`src/hdl/timer_pwm_pkg.sv`:
```
// Constants for the timer compare-output and fast-PWM stage
package timer_pwm_pkg;
  // ----------------------------------------------------------------
  // Register byte addresses
  // ----------------------------------------------------------------
  localparam logic [4:0] ADDR_OUTPUT_MODE_CTRL = 5'h00;
  localparam logic [4:0] ADDR_CLOCK_CFG = 5'h04;
  localparam logic [4:0] ADDR_COMPARE_VALUE_A = 5'h08;
  localparam logic [4:0] ADDR_COMPARE_VALUE_B = 5'h0C;
  localparam logic [4:0] ADDR_COUNTER_VALUE = 5'h10;
  localparam logic [4:0] ADDR_IRQ_STATUS = 5'h14;
  localparam logic [4:0] ADDR_IRQ_CLEAR = 5'h18;
  localparam logic [4:0] ADDR_IRQ_ENABLE = 5'h1C;
  // ----------------------------------------------------------------
  // Field positions
  // ----------------------------------------------------------------
  localparam int CHAN_A_ACTION_HI = 7;
  localparam int ACTION_FIELD_STEP = 2;
  localparam int WGM_LO_HI = 1;
  localparam int WGM_HI_HI = 1;
  localparam int PSC_SEL_HI = 6;
  localparam int PSC_SEL_LO = 4;
  localparam int GATE_BIT = 7;
  localparam logic [7:0] CTRL_WRITE_MASK = 8'hF3;
  localparam logic [7:0] CFG_WRITE_MASK = 8'hF3;
  localparam int STS_OVF = 0;
  localparam int STS_CMP_A = 1;
  localparam int IRQ_W = 3;
  // ----------------------------------------------------------------
  // Reset values
  // ----------------------------------------------------------------
  localparam logic [7:0] CTRL_RESET = 8'h00;
  localparam logic [7:0] CFG_RESET = 8'h00;
  localparam logic [15:0] VALUE_RESET = 16'h0000;
  localparam logic [2:0] IRQ_RESET = 3'h0;
  // ----------------------------------------------------------------
  // Output actions and waveform modes
  // ----------------------------------------------------------------
  localparam logic [1:0] ACT_OFF = 2'h0;
  localparam logic [1:0] ACT_TOGGLE = 2'h1;
  localparam logic [1:0] ACT_CLEAR = 2'h2;
  localparam logic [1:0] ACT_SET = 2'h3;
  localparam logic [3:0] WGM_CTC_A = 4'h4;
  localparam logic [3:0] WGM_CTC_ALT = 4'hC;
  localparam logic [3:0] WGM_FAST_8 = 4'h5;
  localparam logic [3:0] WGM_FAST_9 = 4'h6;
  localparam logic [3:0] WGM_FAST_10 = 4'h7;
  localparam logic [3:0] WGM_FAST_FIXED = 4'hE;
  localparam logic [3:0] WGM_FAST_A = 4'hF;
  localparam logic [15:0] BOTTOM = 16'h0000;
  localparam logic [15:0] TOP_8BIT = 16'h00FF;
  localparam logic [15:0] TOP_9BIT = 16'h01FF;
  localparam logic [15:0] TOP_10BIT = 16'h03FF;
  localparam logic [15:0] TOP_MAX = 16'hFFFF;
  // ----------------------------------------------------------------
  // Prescaler: last count of each division factor
  // ----------------------------------------------------------------
  localparam logic [9:0] PSC_LAST_1 = 10'h000;
  localparam logic [9:0] PSC_LAST_8 = 10'h007;
  localparam logic [9:0] PSC_LAST_32 = 10'h01F;
  localparam logic [9:0] PSC_LAST_64 = 10'h03F;
  localparam logic [9:0] PSC_LAST_128 = 10'h07F;
  localparam logic [9:0] PSC_LAST_256 = 10'h0FF;
  localparam logic [9:0] PSC_LAST_1024 = 10'h3FF;
endpackage : timer_pwm_pkg

```
`src/hdl/timer_compare_output_pwm.sv`:
```
// Timer compare-output and fast-PWM waveform stage with Avalon-MM registers
//
// The register offsets and the Avalon-MM slave port were chosen for this implementation.
`timescale 1ns/1ps
`default_nettype none
module timer_compare_output_pwm
  import timer_pwm_pkg::*;
(
  input wire logic i_core_clk,
  input wire logic i_reset,
  input wire logic [4:0] i_avs_address,
  input wire logic i_avs_read,
  input wire logic i_avs_write,
  input wire logic [31:0] i_avs_writedata,
  input wire logic [3:0] i_avs_byteenable,
  output logic [31:0] o_avs_readdata,
  output logic o_avs_waitrequest,
  output logic o_compare_out_a_pin,
  output logic o_compare_out_a_override,
  output logic o_compare_out_b_pin,
  output logic o_compare_out_b_override,
  output logic o_irq
);
  // ----------------------------------------------------------------
  // State
  // ----------------------------------------------------------------
  typedef struct packed {
    logic [7:0] ctrl;
    logic [7:0] cfg;
    logic [1:0][15:0] cmp;
    logic [15:0] cnt;
    logic [9:0] psc;
    logic [1:0] oc;
    logic [IRQ_W-1:0] sts;
    logic [IRQ_W-1:0] ien;
    logic ack;
    logic [31:0] rdata;
  } state_s;

  state_s state_r;
  state_s state_nxt;

  logic [3:0] waveform_gen_select;
  logic fast_pwm;
  logic toggle_mode;
  logic [15:0] top;
  logic [9:0] psc_last;
  logic running;
  logic tick;
  logic wrap;
  logic bus_req;
  logic wr_take;
  logic [1:0][1:0] action;
  logic [1:0] match;
  logic [1:0] override;

  // ----------------------------------------------------------------
  // Mode decode
  // ----------------------------------------------------------------
  assign waveform_gen_select = {state_r.cfg[WGM_HI_HI:0], state_r.ctrl[WGM_LO_HI:0]};
  assign fast_pwm = (waveform_gen_select == WGM_FAST_8) || (waveform_gen_select == WGM_FAST_9) ||
                    (waveform_gen_select == WGM_FAST_10) || (waveform_gen_select == WGM_FAST_FIXED) ||
                    (waveform_gen_select == WGM_FAST_A);
  assign toggle_mode = (waveform_gen_select == WGM_FAST_FIXED) || (waveform_gen_select == WGM_FAST_A);

  always_comb begin
    if (waveform_gen_select == WGM_FAST_8) begin
      top = TOP_8BIT;
    end else if (waveform_gen_select == WGM_FAST_9) begin
      top = TOP_9BIT;
    end else if (waveform_gen_select == WGM_FAST_10) begin
      top = TOP_10BIT;
    end else if ((waveform_gen_select == WGM_FAST_A) || (waveform_gen_select == WGM_CTC_A) ||
                 (waveform_gen_select == WGM_CTC_ALT)) begin
      top = state_r.cmp[0];
    end else begin
      top = TOP_MAX;
    end
  end

  // ----------------------------------------------------------------
  // Prescaler
  // ----------------------------------------------------------------
  always_comb begin
    case (state_r.cfg[PSC_SEL_HI:PSC_SEL_LO])
      3'h1: psc_last = PSC_LAST_1;
      3'h2: psc_last = PSC_LAST_8;
      3'h3: psc_last = PSC_LAST_32;
      3'h4: psc_last = PSC_LAST_64;
      3'h5: psc_last = PSC_LAST_128;
      3'h6: psc_last = PSC_LAST_256;
      default: psc_last = PSC_LAST_1024;
    endcase
  end

  assign running = !state_r.cfg[GATE_BIT] && (state_r.cfg[PSC_SEL_HI:PSC_SEL_LO] != 3'h0);
  assign tick = running && (state_r.psc == psc_last);
  assign wrap = tick && (state_r.cnt == top);

  // ----------------------------------------------------------------
  // Channel decode
  // ----------------------------------------------------------------
  always_comb begin
    for (int i = 0; i < 2; i++) begin
      action[i] = state_r.ctrl[(CHAN_A_ACTION_HI - ACTION_FIELD_STEP * i) -: 2];
      match[i] = tick && (state_r.cnt == state_r.cmp[i]);
      override[i] = (action[i] != ACT_OFF) &&
                    !(fast_pwm && (action[i] == ACT_TOGGLE) && !((i == 0) && toggle_mode));
    end
  end

  // ----------------------------------------------------------------
  // Bus handshake
  // ----------------------------------------------------------------
  assign bus_req = i_avs_read || i_avs_write;
  assign wr_take = i_avs_write && state_r.ack;
  assign o_avs_waitrequest = bus_req && !state_r.ack;
  assign o_avs_readdata = state_r.rdata;

  // ----------------------------------------------------------------
  // Next state
  // ----------------------------------------------------------------
  always_comb begin
    logic [IRQ_W-1:0] sts_set;
    logic [IRQ_W-1:0] sts_clr;
    logic [15:0] wmask;
    sts_set = '0;
    sts_clr = '0;
    wmask = {{8{i_avs_byteenable[1]}}, {8{i_avs_byteenable[0]}}};
    state_nxt = state_r;
    state_nxt.ack = bus_req && !state_r.ack;
    state_nxt.rdata = 32'h0000_0000;
    if (i_avs_read && !state_r.ack) begin
      if (i_avs_address == ADDR_OUTPUT_MODE_CTRL) begin
        state_nxt.rdata = {24'h000000, state_r.ctrl};
      end else if (i_avs_address == ADDR_CLOCK_CFG) begin
        state_nxt.rdata = {24'h000000, state_r.cfg};
      end else if (i_avs_address == ADDR_COMPARE_VALUE_A) begin
        state_nxt.rdata = {16'h0000, state_r.cmp[0]};
      end else if (i_avs_address == ADDR_COMPARE_VALUE_B) begin
        state_nxt.rdata = {16'h0000, state_r.cmp[1]};
      end else if (i_avs_address == ADDR_COUNTER_VALUE) begin
        state_nxt.rdata = {16'h0000, state_r.cnt};
      end else if (i_avs_address == ADDR_IRQ_STATUS) begin
        state_nxt.rdata = {29'h00000000, state_r.sts};
      end else if (i_avs_address == ADDR_IRQ_ENABLE) begin
        state_nxt.rdata = {29'h00000000, state_r.ien};
      end
    end
    // Prescaler and counter
    if (!running) begin
      state_nxt.psc = 10'h000;
    end else if (tick) begin
      state_nxt.psc = 10'h000;
    end else begin
      state_nxt.psc = state_r.psc + 10'h001;
    end
    if (wrap) begin
      state_nxt.cnt = BOTTOM;
      sts_set[STS_OVF] = 1'b1;
    end else if (tick) begin
      state_nxt.cnt = state_r.cnt + 16'h0001;
    end
    // Waveform outputs
    for (int i = 0; i < 2; i++) begin
      if (match[i]) begin
        sts_set[STS_CMP_A + i] = 1'b1;
      end
      if (fast_pwm) begin
        if (action[i][1]) begin
          if (wrap) begin
            state_nxt.oc[i] = !action[i][0];
          end else if (match[i] && (state_r.cmp[i] != top)) begin
            state_nxt.oc[i] = action[i][0];
          end
        end else if ((action[i] == ACT_TOGGLE) && (i == 0) && toggle_mode && match[i]) begin
          state_nxt.oc[i] = !state_r.oc[i];
        end
      end else if (match[i]) begin
        case (action[i])
          ACT_TOGGLE: state_nxt.oc[i] = !state_r.oc[i];
          ACT_CLEAR: state_nxt.oc[i] = 1'b0;
          ACT_SET: state_nxt.oc[i] = 1'b1;
          default: state_nxt.oc[i] = state_r.oc[i];
        endcase
      end
    end
    // Register writes
    if (wr_take) begin
      if (i_avs_address == ADDR_OUTPUT_MODE_CTRL) begin
        if (i_avs_byteenable[0]) begin
          state_nxt.ctrl = i_avs_writedata[7:0] & CTRL_WRITE_MASK;
        end
      end else if (i_avs_address == ADDR_CLOCK_CFG) begin
        if (i_avs_byteenable[0]) begin
          state_nxt.cfg = i_avs_writedata[7:0] & CFG_WRITE_MASK;
        end
      end else if (i_avs_address == ADDR_COMPARE_VALUE_A) begin
        state_nxt.cmp[0] = (state_r.cmp[0] & ~wmask) | (i_avs_writedata[15:0] & wmask);
      end else if (i_avs_address == ADDR_COMPARE_VALUE_B) begin
        state_nxt.cmp[1] = (state_r.cmp[1] & ~wmask) | (i_avs_writedata[15:0] & wmask);
      end else if (i_avs_address == ADDR_COUNTER_VALUE) begin
        state_nxt.cnt = (state_r.cnt & ~wmask) | (i_avs_writedata[15:0] & wmask);
      end else if (i_avs_address == ADDR_IRQ_CLEAR) begin
        if (i_avs_byteenable[0]) begin
          sts_clr = i_avs_writedata[IRQ_W-1:0];
        end
      end else if (i_avs_address == ADDR_IRQ_ENABLE) begin
        if (i_avs_byteenable[0]) begin
          state_nxt.ien = i_avs_writedata[IRQ_W-1:0];
        end
      end
    end
    // Sticky status, set wins over clear
    state_nxt.sts = (state_r.sts & ~sts_clr) | sts_set;
  end

  always_ff @(posedge i_core_clk) begin
    if (i_reset) begin
      state_r <= '{ctrl: CTRL_RESET, cfg: CFG_RESET, cmp: {VALUE_RESET, VALUE_RESET}, cnt: VALUE_RESET,
                   psc: 10'h000, oc: 2'h0, sts: IRQ_RESET, ien: IRQ_RESET, ack: 1'b0, rdata: 32'h0000_0000};
    end else begin
      state_r <= state_nxt;
    end
  end

  // ----------------------------------------------------------------
  // Outputs
  // ----------------------------------------------------------------
  assign o_compare_out_a_pin = state_r.oc[0];
  assign o_compare_out_b_pin = state_r.oc[1];
  assign o_compare_out_a_override = override[0];
  assign o_compare_out_b_override = override[1];
  assign o_irq = |(state_r.sts & state_r.ien);
endmodule : timer_compare_output_pwm
`default_nettype wire

```
`config.mk`:
```
export PLATFORM = sky130hd
export DESIGN_NAME = timer_compare_output_pwm
export DESIGN_NICKNAME = d
export VERILOG_FILES = /design/src/hdl/timer_pwm_pkg.sv /design/src/hdl/timer_compare_output_pwm.sv
export SDC_FILE = /design/constraint.sdc
export NUM_CORES = 1
export LEC_CHECK = 0
export BUFFER_PORTS_ARGS = -buffer_cell sky130_fd_sc_hd__buf_2
export CAP_MARGIN = 20
export CORE_MARGIN = 3
export CORE_UTILIZATION = 53
export DETAILED_ROUTE_END_ITERATION = 10
export GPL_ROUTABILITY_DRIVEN = 0
export HOLD_SLACK_MARGIN = 0.12
export PLACE_DENSITY = 0.77
export SLEW_MARGIN = 20
export SYNTH_ARGS = -nofsm -noshare
export SYNTH_HDL_FRONTEND = slang
export SYNTH_SLANG_ARGS = --single-unit
```
`constraint.sdc`:
```
create_clock -name i_core_clk -period 2.5 [get_ports i_core_clk]
set_input_delay 0.25 -clock i_core_clk [delete_from_list [all_inputs] [get_ports i_core_clk]]
set_output_delay 0.25 -clock i_core_clk [all_outputs]
set_load 0.005 [all_outputs]
```
Yosys cells after proc, flatten, opt, wreduce, memory -nomap -nowiden
Cells that the tools add are included.
W data, S select, Z words.
{"block": "totals", "regBits": 111}
{"block": "classes", "add_sub_neg": 2, "n_eq_ne": 36, "n_mux": 44, "bitwise_logic": 20, "n_reduce_logical": 54}
{"op": "$mux W16", "count": 15}
{"op": "$and A16 B16 Y16", "count": 4}
{"op": "$pmux W10 S6", "count": 1}
{"op": "$eq A16 B16 Y1", "count": 3}
{"op": "$or A16 B16 Y16", "count": 3}
{"op": "$ne A16 B16 Y1", "count": 2}
{"op": "$mux W3", "count": 10}
{"op": "$eq A5 B5 Y1 const B", "count": 4}
{"op": "$logic_and A1 B1 Y1", "count": 17}
{"op": "$add A16 B1 Y16 const B", "count": 1}
{"op": "$eq A4 B3 Y1 const B", "count": 4}
{"op": "$mux W8", "count": 2}
{"op": "$not A16 Y16", "count": 1}
{"op": "$reduce_and A4 Y1", "count": 4}
{"op": "$mux W1", "count": 14}
{"op": "$eq A4 B4 Y1 const B", "count": 3}
{"op": "$add A10 B1 Y10 const B", "count": 1}
{"op": "$eq A10 B10 Y1", "count": 1}
{"op": "$eq A5 B4 Y1 const B", "count": 2}
{"op": "$eq A3 B3 Y1 const B", "count": 3}
{"op": "$logic_not A1 Y1", "count": 9}
{"op": "$reduce_and A9 Y1", "count": 1}
{"op": "$eq A2 B2 Y1 const B", "count": 4}
{"op": "$logic_or A1 B1 Y1", "count": 8}
{"op": "other kinds (23)", "count": 39}

Depth between registers and ports, before layout
Gate-level depths: netlist of the first run.
{"block": "depth", "ltp_word": 16, "depth_mapped": 11}

Worst setup path before layout of the first run
OpenSTA, ideal clock, no wires.
{"block": "synth_path", "kind": "reg2reg", "start": "reg state_r[104] (netlist name)", "end": "reg (tool-made name)", "setup_ns": 0.131, "t_arrival_ns": 2.388, "required_ns": 2.369, "slack_ns": -0.019, "stages_incl_launch_ff": 11, "path_buffers": 2, "period_less_slack_ns": 2.519, "cell_sequence": "dfxtp_1 -> buf_2 -> nor3b_1 -> mux2i_1 -> o2111ai_1 -> or4_1 -> nor2_1 -> nand4bb_1 -> buf_2 -> a31oi_1 -> nor3_1"}
{"element": "start: declaration", "line": "timer_compare_output_pwm.sv:40", "text": "state_s state_r;"}
{"element": "start signal: assignment", "line": "timer_compare_output_pwm.sv:220", "text": "state_r <= '{ctrl: CTRL_RESET, cfg: CFG_RESET, cmp: {VALUE_RESET, VALUE_RESET}, cnt: VALUE_RESET,"}
{"element": "start signal: assignment", "line": "timer_compare_output_pwm.sv:223", "text": "state_r <= state_nxt;"}

==> metrics.cfg, run 1 <==
[sta]
period_minus_slack_ps = 2620
relSlewSlack_pct = 48.8
fin_crit_sh_pct = 105
hold_ws_ps = 216
rsz0062_at_grt = true
finalSetupViolations = 10
hold_viol = 0
worst_slew_pin_slew_ps = 769
fmax_mhz = 382
drv_slew = 0
setup_slack_ps = -119
skew_ps = 10.7

[cells_and_area]
finalCoreUtilization_pct = 69.1
areaGrowthSynthToFinish_pct = 25.9
register_area_um2 = 1930
final_common_cell = nor2_1
drive_gt1_share_pct = 28.4
nets = 964
multiInputGateArea_um2 = 4310
mostFrequentLayoutCells = nor2_1, buf_4, dfxtp_1
nFillCells = 828

[run]
maxCapViolCount = 0

[hold_path]
min_path_cells = 3
hp-start = i_avs_writedata[15]
min_path_type = input port to flop

[critical_path]
worstSetupStartpointType = flop
crit_chain = buf_12 > buf_4 > mux2i_1 > a211oi_2 > or4_4 > buf_6 > or3_1 > nand2_1 > a21oi_1 > a311oi_1
cp_data_arrival_time_ps = 2860
crit_required_ps = 2740
r2r_cells = 10
critPathMaxStageDelay_ps = 560
r2r_slack_ps = -120
crit_slowest_cell = or4_4
crit-reg2reg-launch = state_r[104]$_SDFFE_PP0P_
worstSetupEndpointType = flop
cp_max_fo = 8
worstSetupPathType = flop to flop

[detailed_routing]
drtAntennaViolNets = 0
routed_wl_mm = 21.7
drt-initial-drc-count = 957
dr.pass1.iters = 7
vias_per_cell = 6.62
wl_per_cell_um = 20.5
num_vias = 7026
drc = 0

[cts]
cts_root_buffer = clkbuf_16
clock_sinks = 95
numCtsBuffers = 9
clk_pin_slew_ps = 60
h-tree-depth = 3
cts_buffer_depth = 2
worstSkewPairLatency_ps = 350
cts_tree = done

[die]
io_pins = 83
rows = 39
start_util_pct = 54.9
die_w_um = 115
dieArea_um2 = 13300
die-height_um = 115
coreArea_um2 = 11600

[synth]
ys_warn_count = 0
synth_area_per_cell_um2 = 7.76
yosys_register_bits = 95
seq_area_frac_synth_pct = 30.0
netlist_instances = 818
ys.flop_type = dfxtp_1
netlist_area_um2 = 6350
ys_types = 70
synth-edff-count = 0
async_reset_ff_share_pct = 0

[outcome]
violations = setup timing
status = finished with violations

[global_route]
grt_use_total_pct = 30.4
grt_pass1_vias = 6213
grt_first_pass_wirelength_mm = 32.1
grt_max_degree = 70
antenna_found_initial = 1
overflow = 0

[place]
port_buffers = 48
dp_hpwl_mm = 14.9

[pwr]
powerDensity_nw_per_um2 = 367
ir_drop_mv = 0.309
leakage_nw = 3.06

[worst max-delay path by stage]
stage | startpoint | to | slack [ps] | cells after the start
after floorplan | state_r[104]$_SDFFE_PP0P_ | flop | 10 | 10
after global placement | state_r[107]$_SDFFE_PP0P_ | o_compare_out_b_pin$_SDFFE_PP0P_ | -130 | 9
after detailed placement | state_r[103]$_SDFFE_PP0P_ | flop | -180 | 9
after CTS | state_r[104]$_SDFFE_PP0P_ | flop | -10 | 10
after global routing | state_r[107]$_SDFFE_PP0P_ | o_compare_out_b_pin$_SDFFE_PP0P_ | -190 | 11
final | state_r[104]$_SDFFE_PP0P_ | flop | -120 | 10
[metrics by stage]
stage | setup WS (ps) | std cells | TNS, ps | total power, W | area, um2
2_1_floorplan | 14.3 | 833 | 0 | 0.00167 | 6410
3_3_place_gp | -126 | 1027 | -843 | 0.00173 | 7070
3_5_place_dp | -185 | 1027 | -2080 | 0.00174 | 7070
4_1_cts | -12.0 | 1041 | -19.8 | 0.00292 | 7460
5_1_grt | -190 | 1061 | -1820 | 0.00302 | 7990
6_report | -119 | 1061 | -527 | 0.00293 | 7990
[report_power, final]
part | switching, W | internal, W | leakage, nW
sequential | 0.00000818 | 0.00152 | 0.772
clock | 0.000555 | 0.000661 | 0.122
combinational | 0.000134 | 0.0000598 | 2.17
total | 0.000696 | 0.00224 | 3.06
[synth_stat cells (all sizes together), types with 15 or more instances]
cell,n,area share [%]
nand3,29,2.3
xnor2,40,5.5
inv,19,1.1
clkbuf,48,2.8
a21oi,42,3.3
buf,48,5.1
nand4,18,1.8
a22oi,15,1.8
nor3,15,1.3
a211oi,22,2.6
nor4,15,1.7
nor2,119,7.1
o21ai,31,2.5
mux2i,53,8.4
dfxtp,95,30
nand2,52,3.1
[critical path, delay by kind of cell, from the launching register on]
| family | cells | cell delay [ps] |
|---|---|---|
| compound gates | 3 | 490 |
| buf+inv | 3 | 410 |
| flops | 1 | 420 |
| simple gates | 3 | 980 |
| mux | 1 | 210 |
[cells by family (layout without fill, tap and decap cells)]
logic type      after synthesis  in the layout  share of synthesized area (%)
simple gates                317            317                           24.8
compound gates              177            177                           19.1
buf+inv                     115            199                           9.07
flops                        95             95                           30.0
xor+xnor                     54             54                           7.45
mux                          54             54                           8.54
fa+ha+maj                     5              5                          0.986
other cells                   1             17                         0.0591
[timing repair]
item | CTS | global route
pin swaps | 8 | 31
hold buffers | 0 | 0
gates resized for setup | 42 | 71
buffers inserted | 0 | 15
endpoints found under the setup margin | 19 | 19
gates cloned | 0 | 4
[final cells by class]
cell class	instances	area share [%]
clock buffers	12	2.96
clock inverters	2	0.125
repair buffers	166	15.5
well taps	143	2.24
flip-flops and latches	95	24.1
diodes	1	0.0313
multi-input cells	623	54.0
inverters	19	0.987
[per-layer routing]
layer / track usage [%] / wire length [um] / part of all wire (%)
met1: 39.8 / 8260 / 38
met2: 48.9 / 9830 / 45
met3: 6.95 / 2510 / 12
met4: 11.9 / 1140 / 5.2
met5: 0 / 0 / 0
Power figures use the tool's default switching activity.
==> inputs of run 2 (changes only) <==
Settings changed: CORE_UTILIZATION 53 to 50, PLACE_DENSITY 0.77 to default, PLACE_DENSITY_LB_ADDON from default to 0.08.
==> metrics.cfg, run 2 (synthesized netlist as in run 1, its figures left out) <==
[cells_and_area]
post-route-cell-area_um2 = 7780  ; was 7990 um2
final_common_cell = nor2_1  ; unchanged
nets = 961  ; was 964
diodes = 0  ; was 1
nFillCells = 1075  ; was 828
drive_gt1_share_pct = 25.3  ; was 28.4%
mostFrequentLayoutCells = nor2_1, buf_4, dfxtp_1  ; unchanged
stdcell_count = 1084  ; was 1061
areaGrowthSynthToFinish_pct = 22.6  ; was 25.9%

[critical_path]
path_common_cell = buf_4
crit_chain = buf_4 > nand2_1 > o22ai_1 > a32o_2 > buf_4 > or4_4 > nor2_4 > and4bb_2 > o2111ai_1 > o221ai_1  ; was buf_12 > buf_4 > mux2i_1 > a211oi_2 > or4_4 > buf_6 > or3_1 > nand2_1 > a21oi_1 > a311oi_1
crit-reg2reg-launch = state_r[105]$_SDFFE_PP0P_  ; was state_r[104]$_SDFFE_PP0P_
worstSetupEndpointType = flop  ; unchanged
crit_required_ps = 2780  ; was 2740 ps
r2r_slack_ps = -40  ; was -120 ps
worstSetupPathType = flop to flop  ; unchanged
cp_max_fo = 10  ; was 8
cp_data_arrival_time_ps = 2820  ; was 2860 ps
critPathMaxStageDelay_ps = 560  ; about the same
path_delay_family = simple AND/OR/NAND/NOR gates  ; unchanged
crit_slowest_cell = or4_4  ; unchanged
crit_buf_inv = 2  ; was 3
crit_cells = 10  ; unchanged
r2r_end = o_compare_out_a_pin$_SDFFE_PP0P_
worstSetupStartpointType = flop  ; unchanged
r2r_cells = 10  ; unchanged

[run]
maxCapViolCount = 0  ; unchanged

[cts]
cts_root_buffer = clkbuf_16  ; unchanged
clock_sinks = 95  ; unchanged
worstSkewPairLatency_ps = 360  ; was 350 ps
cts_tree = done  ; unchanged
numCtsBuffers = 9  ; unchanged
cts_buffer_depth = 2  ; unchanged
cts_hold_buf = 0  ; unchanged
clk_pin_slew_ps = 80  ; was 60 ps
h-tree-depth = 3  ; unchanged

[place]
placed_area_um2 = 7160  ; was 7070 um2
dpl.cell_count = 1058  ; was 1027
dp_hpwl_mm = 14.9  ; about the same
port_buffers = 48  ; unchanged

[detailed_routing]
drt-initial-drc-count = 560  ; was 957
wl_met2_mm = 9.20  ; was 9.83 mm
num_vias = 6586  ; was 7026
drc = 0  ; unchanged
vias_per_cell = 6.08  ; was 6.62
met1Wirelength_mm = 8.85  ; was 8.26 mm
drtAntennaViolNets = 0  ; unchanged
wl_per_cell_um = 18.8  ; was 20.5 um
dr.max_layer_used = met4  ; unchanged
met3_length_mm = 1.90  ; was 2.51 mm
routed_wl_mm = 20.4  ; was 21.7 mm
dr.pass1.iters = 5  ; was 7

[hold_path]
min_path_cells = 3  ; unchanged
min_path_type = input port to flop  ; unchanged
hp-start = i_avs_writedata[14]  ; was i_avs_writedata[15]

[die]
die-height_um = 119  ; was 115 um
dieArea_um2 = 14100  ; was 13300 um2
coreArea_um2 = 12200  ; was 11600 um2
io_pins = 83  ; unchanged
die_w_um = 119  ; was 115 um
start_util_pct = 52.0  ; was 54.9%
rows = 40  ; was 39

[pwr]
leakage_nw = 3.00  ; was 3.06 nW
clkPwrFrac_pct = 45.5  ; was 41.4%
powerDensity_nw_per_um2 = 402  ; was 367 nW/um2
p_seq_share_pct = 48.7  ; was 52.0%
p_comb_share_pct = 5.8  ; was 6.6%
p_int_w = 0.00230  ; was 0.00224 W
ir_drop_mv = 0.427  ; was 0.309 mV
p_switching_w = 0.000820  ; was 0.000696 W
switching_share_pct = 26.2  ; was 23.8%

[global_route]
grt_first_pass_wirelength_mm = 32.6  ; was 32.1 mm
grt_pass1_vias = 6058  ; was 6213
antenna_found_initial = 0  ; was 1
grt_use_total_pct = 28.6  ; was 30.4%
grt_max_degree = 70  ; unchanged
overflow = 0  ; unchanged

[sta]
period_minus_slack_ps = 2540  ; was 2620 ps
finalSetupViolations = 14  ; was 10
worst_slew_pin_slew_ps = 776  ; was 769 ps
fmax_mhz = 394  ; was 382 MHz
setup_slack_ps = -38.8  ; was -119 ps
hold_viol = 0  ; unchanged
skew_ps = 9.25  ; was 10.7 ps
rsz0062_at_grt = true  ; unchanged
fin_crit_sh_pct = 102  ; was 105%
relSlewSlack_pct = 48.2  ; was 48.8%
drv_slew = 0  ; unchanged

[outcome]
status = finished with violations  ; unchanged
violations = setup timing  ; unchanged

run 2: how the worst max path moves through the flow:
| stage | from | endpoint |
|---|---|---|
| final | state_r[105]$_SDFFE_PP0P_ | o_compare_out_a_pin$_SDFFE_PP0P_ |
| after global routing | state_r[107]$_SDFFE_PP0P_ | o_compare_out_a_pin$_SDFFE_PP0P_ |
| after CTS | state_r[108]$_SDFFE_PP0P_ | o_compare_out_a_pin$_SDFFE_PP0P_ |
| after detailed placement | state_r[107]$_SDFFE_PP0P_ | o_compare_out_b_pin$_SDFFE_PP0P_ |
| after global placement | state_r[105]$_SDFFE_PP0P_ | flop |
| after floorplan | state_r[104]$_SDFFE_PP0P_ | flop |
run 2: stage by stage:
step,setup TNS (ps),setup slack [ps],hold slack [ps],utilization [%],total power [W]
after floorplan,0,14.3,394,-,0.00167
after global placement,-1850,-148,462,58.6,0.00174
after detailed placement,-2390,-219,467,58.6,0.00174
after CTS,-15.8,-15.8,162,62.7,0.00314
after global routing,-2030,-133,188,63.7,0.00323
final,-279,-38.8,170,63.7,0.00312
run 2: routing by layer:
metal | track usage (%) | vias to the layer above
li1 | - | 3083
met1 | 41.3 | 3100
met5 | 0 | -
met4 | 9.85 | 0
met2 | 43.6 | 354
met3 | 4.11 | 49
run 2: tightest hold or removal path, stage by stage:
cell and delay [ps]:
buf_2 110, mux2i_1 70, nor2_1 70
run 2: layout make-up:
type                    count  area (um2)  area share (%)
well taps                 168         210            2.70
clock inverters             6        57.6           0.740
flip-flops and latches     95        1920            24.7
inverters                  19        71.3           0.917
repair buffers            163        1150            14.8
multi-input cells         623        4130            53.0
clock buffers              10         239            3.07
run 2: timing repair:
action,4_1_cts,5_1_grt
resized for setup,42,26
setup endpoints to repair,19,19
pin swaps,11,8
buffers inserted,6,2
cloned,1,2
run 2: power by group through the flow:
stage	combinational, W	clock (W)	sequential, W
floorplan	0.000114	0	0.00156
global placement	0.000173	0	0.00156
detailed placement	0.000175	0	0.00156
CTS	0.000177	0.00144	0.00152
global route	0.000197	0.00151	0.00152
finish	0.000182	0.00142	0.00152
==> inputs of run 3 (changes only) <==
Settings changed: RECOVER_POWER from default to 50.
==> metrics.cfg, run 3 (synthesized netlist as in run 1, its figures left out) <==
[sta]
fin_crit_sh_pct = 102  ; about the same
skew_ps = 9.23  ; was 9.25 ps
relSlewSlack_pct = 47.7  ; was 48.2%
rsz0062_at_grt = true  ; unchanged
drv_slew = 0  ; unchanged
fmax_mhz = 393  ; was 394 MHz
finalSetupViolations = 16  ; was 14
worst_slew_pin_slew_ps = 784  ; was 776 ps
setup_slack_ps = -46.8  ; was -38.8 ps
hold_viol = 0  ; unchanged
fin_tns_setup_ps = -381  ; was -279 ps
period_minus_slack_ps = 2550  ; was 2540 ps

[critical_path]
worstSetupPathType = flop to flop  ; unchanged
worstSetupEndpointType = flop  ; unchanged
cp_max_fo = 10  ; unchanged
crit_required_ps = 2780  ; about the same
worstSetupStartpointType = flop  ; unchanged
r2r_slack_ps = -50  ; was -40 ps
r2r_end = o_compare_out_a_pin$_SDFFE_PP0P_  ; unchanged
cp_data_arrival_time_ps = 2830  ; was 2820 ps
crit-reg2reg-launch = state_r[105]$_SDFFE_PP0P_  ; unchanged
r2r_cells = 10  ; unchanged

[place]
dp_hpwl_mm = 14.9  ; unchanged
placed_area_um2 = 7160  ; unchanged
place_ws_ps = -219  ; unchanged
port_buffers = 48  ; unchanged

[global_route]
grt_pass1_vias = 6058  ; unchanged
grt_max_degree = 70  ; unchanged
antenna_found_initial = 0  ; unchanged
overflow = 0  ; unchanged
grt_first_pass_wirelength_mm = 32.6  ; unchanged
grt_use_total_pct = 28.6  ; unchanged

[hold_path]
hp-start = i_avs_writedata[14]  ; unchanged
min_path_cells = 3  ; unchanged
min_path_type = input port to flop  ; unchanged

[detailed_routing]
drtAntennaViolNets = 0  ; unchanged
drt-initial-drc-count = 525  ; was 560
vias_per_cell = 6.07  ; was 6.08
drc = 0  ; unchanged
wl_per_cell_um = 18.9  ; was 18.8 um
num_vias = 6575  ; was 6586
dr.pass1.iters = 6  ; was 5
routed_wl_mm = 20.5  ; was 20.4 mm

[cells_and_area]
areaGrowthSynthToFinish_pct = 22.1  ; was 22.6%
diodes = 0  ; unchanged
post-route-cell-area_um2 = 7750  ; was 7780 um2
drive_gt1_share_pct = 23.7  ; was 25.3%
mostFrequentLayoutCells = nor2_1, buf_4, dfxtp_1  ; unchanged
final_common_cell = nor2_1  ; unchanged
nets = 961  ; unchanged
finalCoreUtilization_pct = 63.5  ; was 63.7%

[die]
dieArea_um2 = 14100  ; unchanged
die-height_um = 119  ; unchanged
start_util_pct = 52.0  ; unchanged
die_w_um = 119  ; unchanged
io_pins = 83  ; unchanged
rows = 40  ; unchanged
coreArea_um2 = 12200  ; unchanged

[pwr]
powerDensity_nw_per_um2 = 403  ; was 402 nW/um2
ir_drop_mv = 0.429  ; was 0.427 mV
leakage_nw = 2.94  ; was 3.00 nW

[run]
maxCapViolCount = 0  ; unchanged

[outcome]
violations = setup timing  ; unchanged
status = finished with violations  ; unchanged

[cts]
worstSkewPairLatency_ps = 360  ; about the same
numCtsBuffers = 9  ; unchanged
cts_tree = done  ; unchanged
clk_pin_slew_ps = 80  ; about the same
cts_root_buffer = clkbuf_16  ; unchanged
cts_hold_buf = 0  ; unchanged
h-tree-depth = 3  ; unchanged
cts_buffer_depth = 2  ; unchanged
clock_sinks = 95  ; unchanged

==> run 3: layout make-up <==
| cell class | count | area [um2] |
|---|---|---|
| sequential | 95 | 1920 |
| multi-input combinational | 623 | 4130 |
| tap | 168 | 210 |
| clock buffer | 10 | 239 |
| timing repair buffer | 163 | 1120 |
| inverter | 19 | 71.3 |
| clock inverter | 6 | 57.6 |
| fill | 1088 | 4460 |
==> run 3: how the worst max path moves through the flow <==
stage,cells after the start,to,start,slack [ps]
2_1_floorplan,10,flop,state_r[104]$_SDFFE_PP0P_,10
3_3_place_gp,9,flop,state_r[105]$_SDFFE_PP0P_,-150
3_5_place_dp,9,o_compare_out_b_pin$_SDFFE_PP0P_,state_r[107]$_SDFFE_PP0P_,-220
4_1_cts,9,o_compare_out_a_pin$_SDFFE_PP0P_,state_r[108]$_SDFFE_PP0P_,-20
5_1_grt,9,o_compare_out_a_pin$_SDFFE_PP0P_,state_r[107]$_SDFFE_PP0P_,-130
6_report,10,o_compare_out_a_pin$_SDFFE_PP0P_,state_r[105]$_SDFFE_PP0P_,-50
==> run 3: where the power goes <==
part / switching [W] / leakage [nW] / internal [W]
logic: 0.000124 / 2.02 / 0.0000574
registers: 0.00000826 / 0.771 / 0.00151
clock network: 0.000690 / 0.148 / 0.000732
==> run 3: layer usage <==
layer  up-vias  share of wire, %  global-route usage, %
met4         0               2.3                   9.85
met2       321                45                   43.6
met3        42               8.8                   4.11
li1       3082                 -                      -
met5         -                 0                      0
met1      3130                44                   41.3
==> run 3: worst max-delay path, cell delays in order (launching register included) <==
cell	delay, ps
dfxtp_4	390
buf_4	150
nand2_1	100
o22ai_1	90
a32o_2	260
buf_4	160
or4_4	560
nor2_4	160
and4bb_2	290
o2111ai_1	120
o221ai_1	190
==> run 3: timing repair <==
item | CTS | global route
gates cloned | 1 | 2
setup endpoints to repair | 19 | 19
resized for setup | 42 | 26
pin swaps | 11 | 8
setup buffers | 6 | 2
==> run 3: stage by stage <==
stage	hold slack, ps	instances	total power, W
after global placement	462	1058	0.00174
after global routing	188	1084	0.00323
final	169	1084	0.00313
after floorplan	394	833	0.00167
after CTS	162	1080	0.00314
after detailed placement	467	1058	0.00174
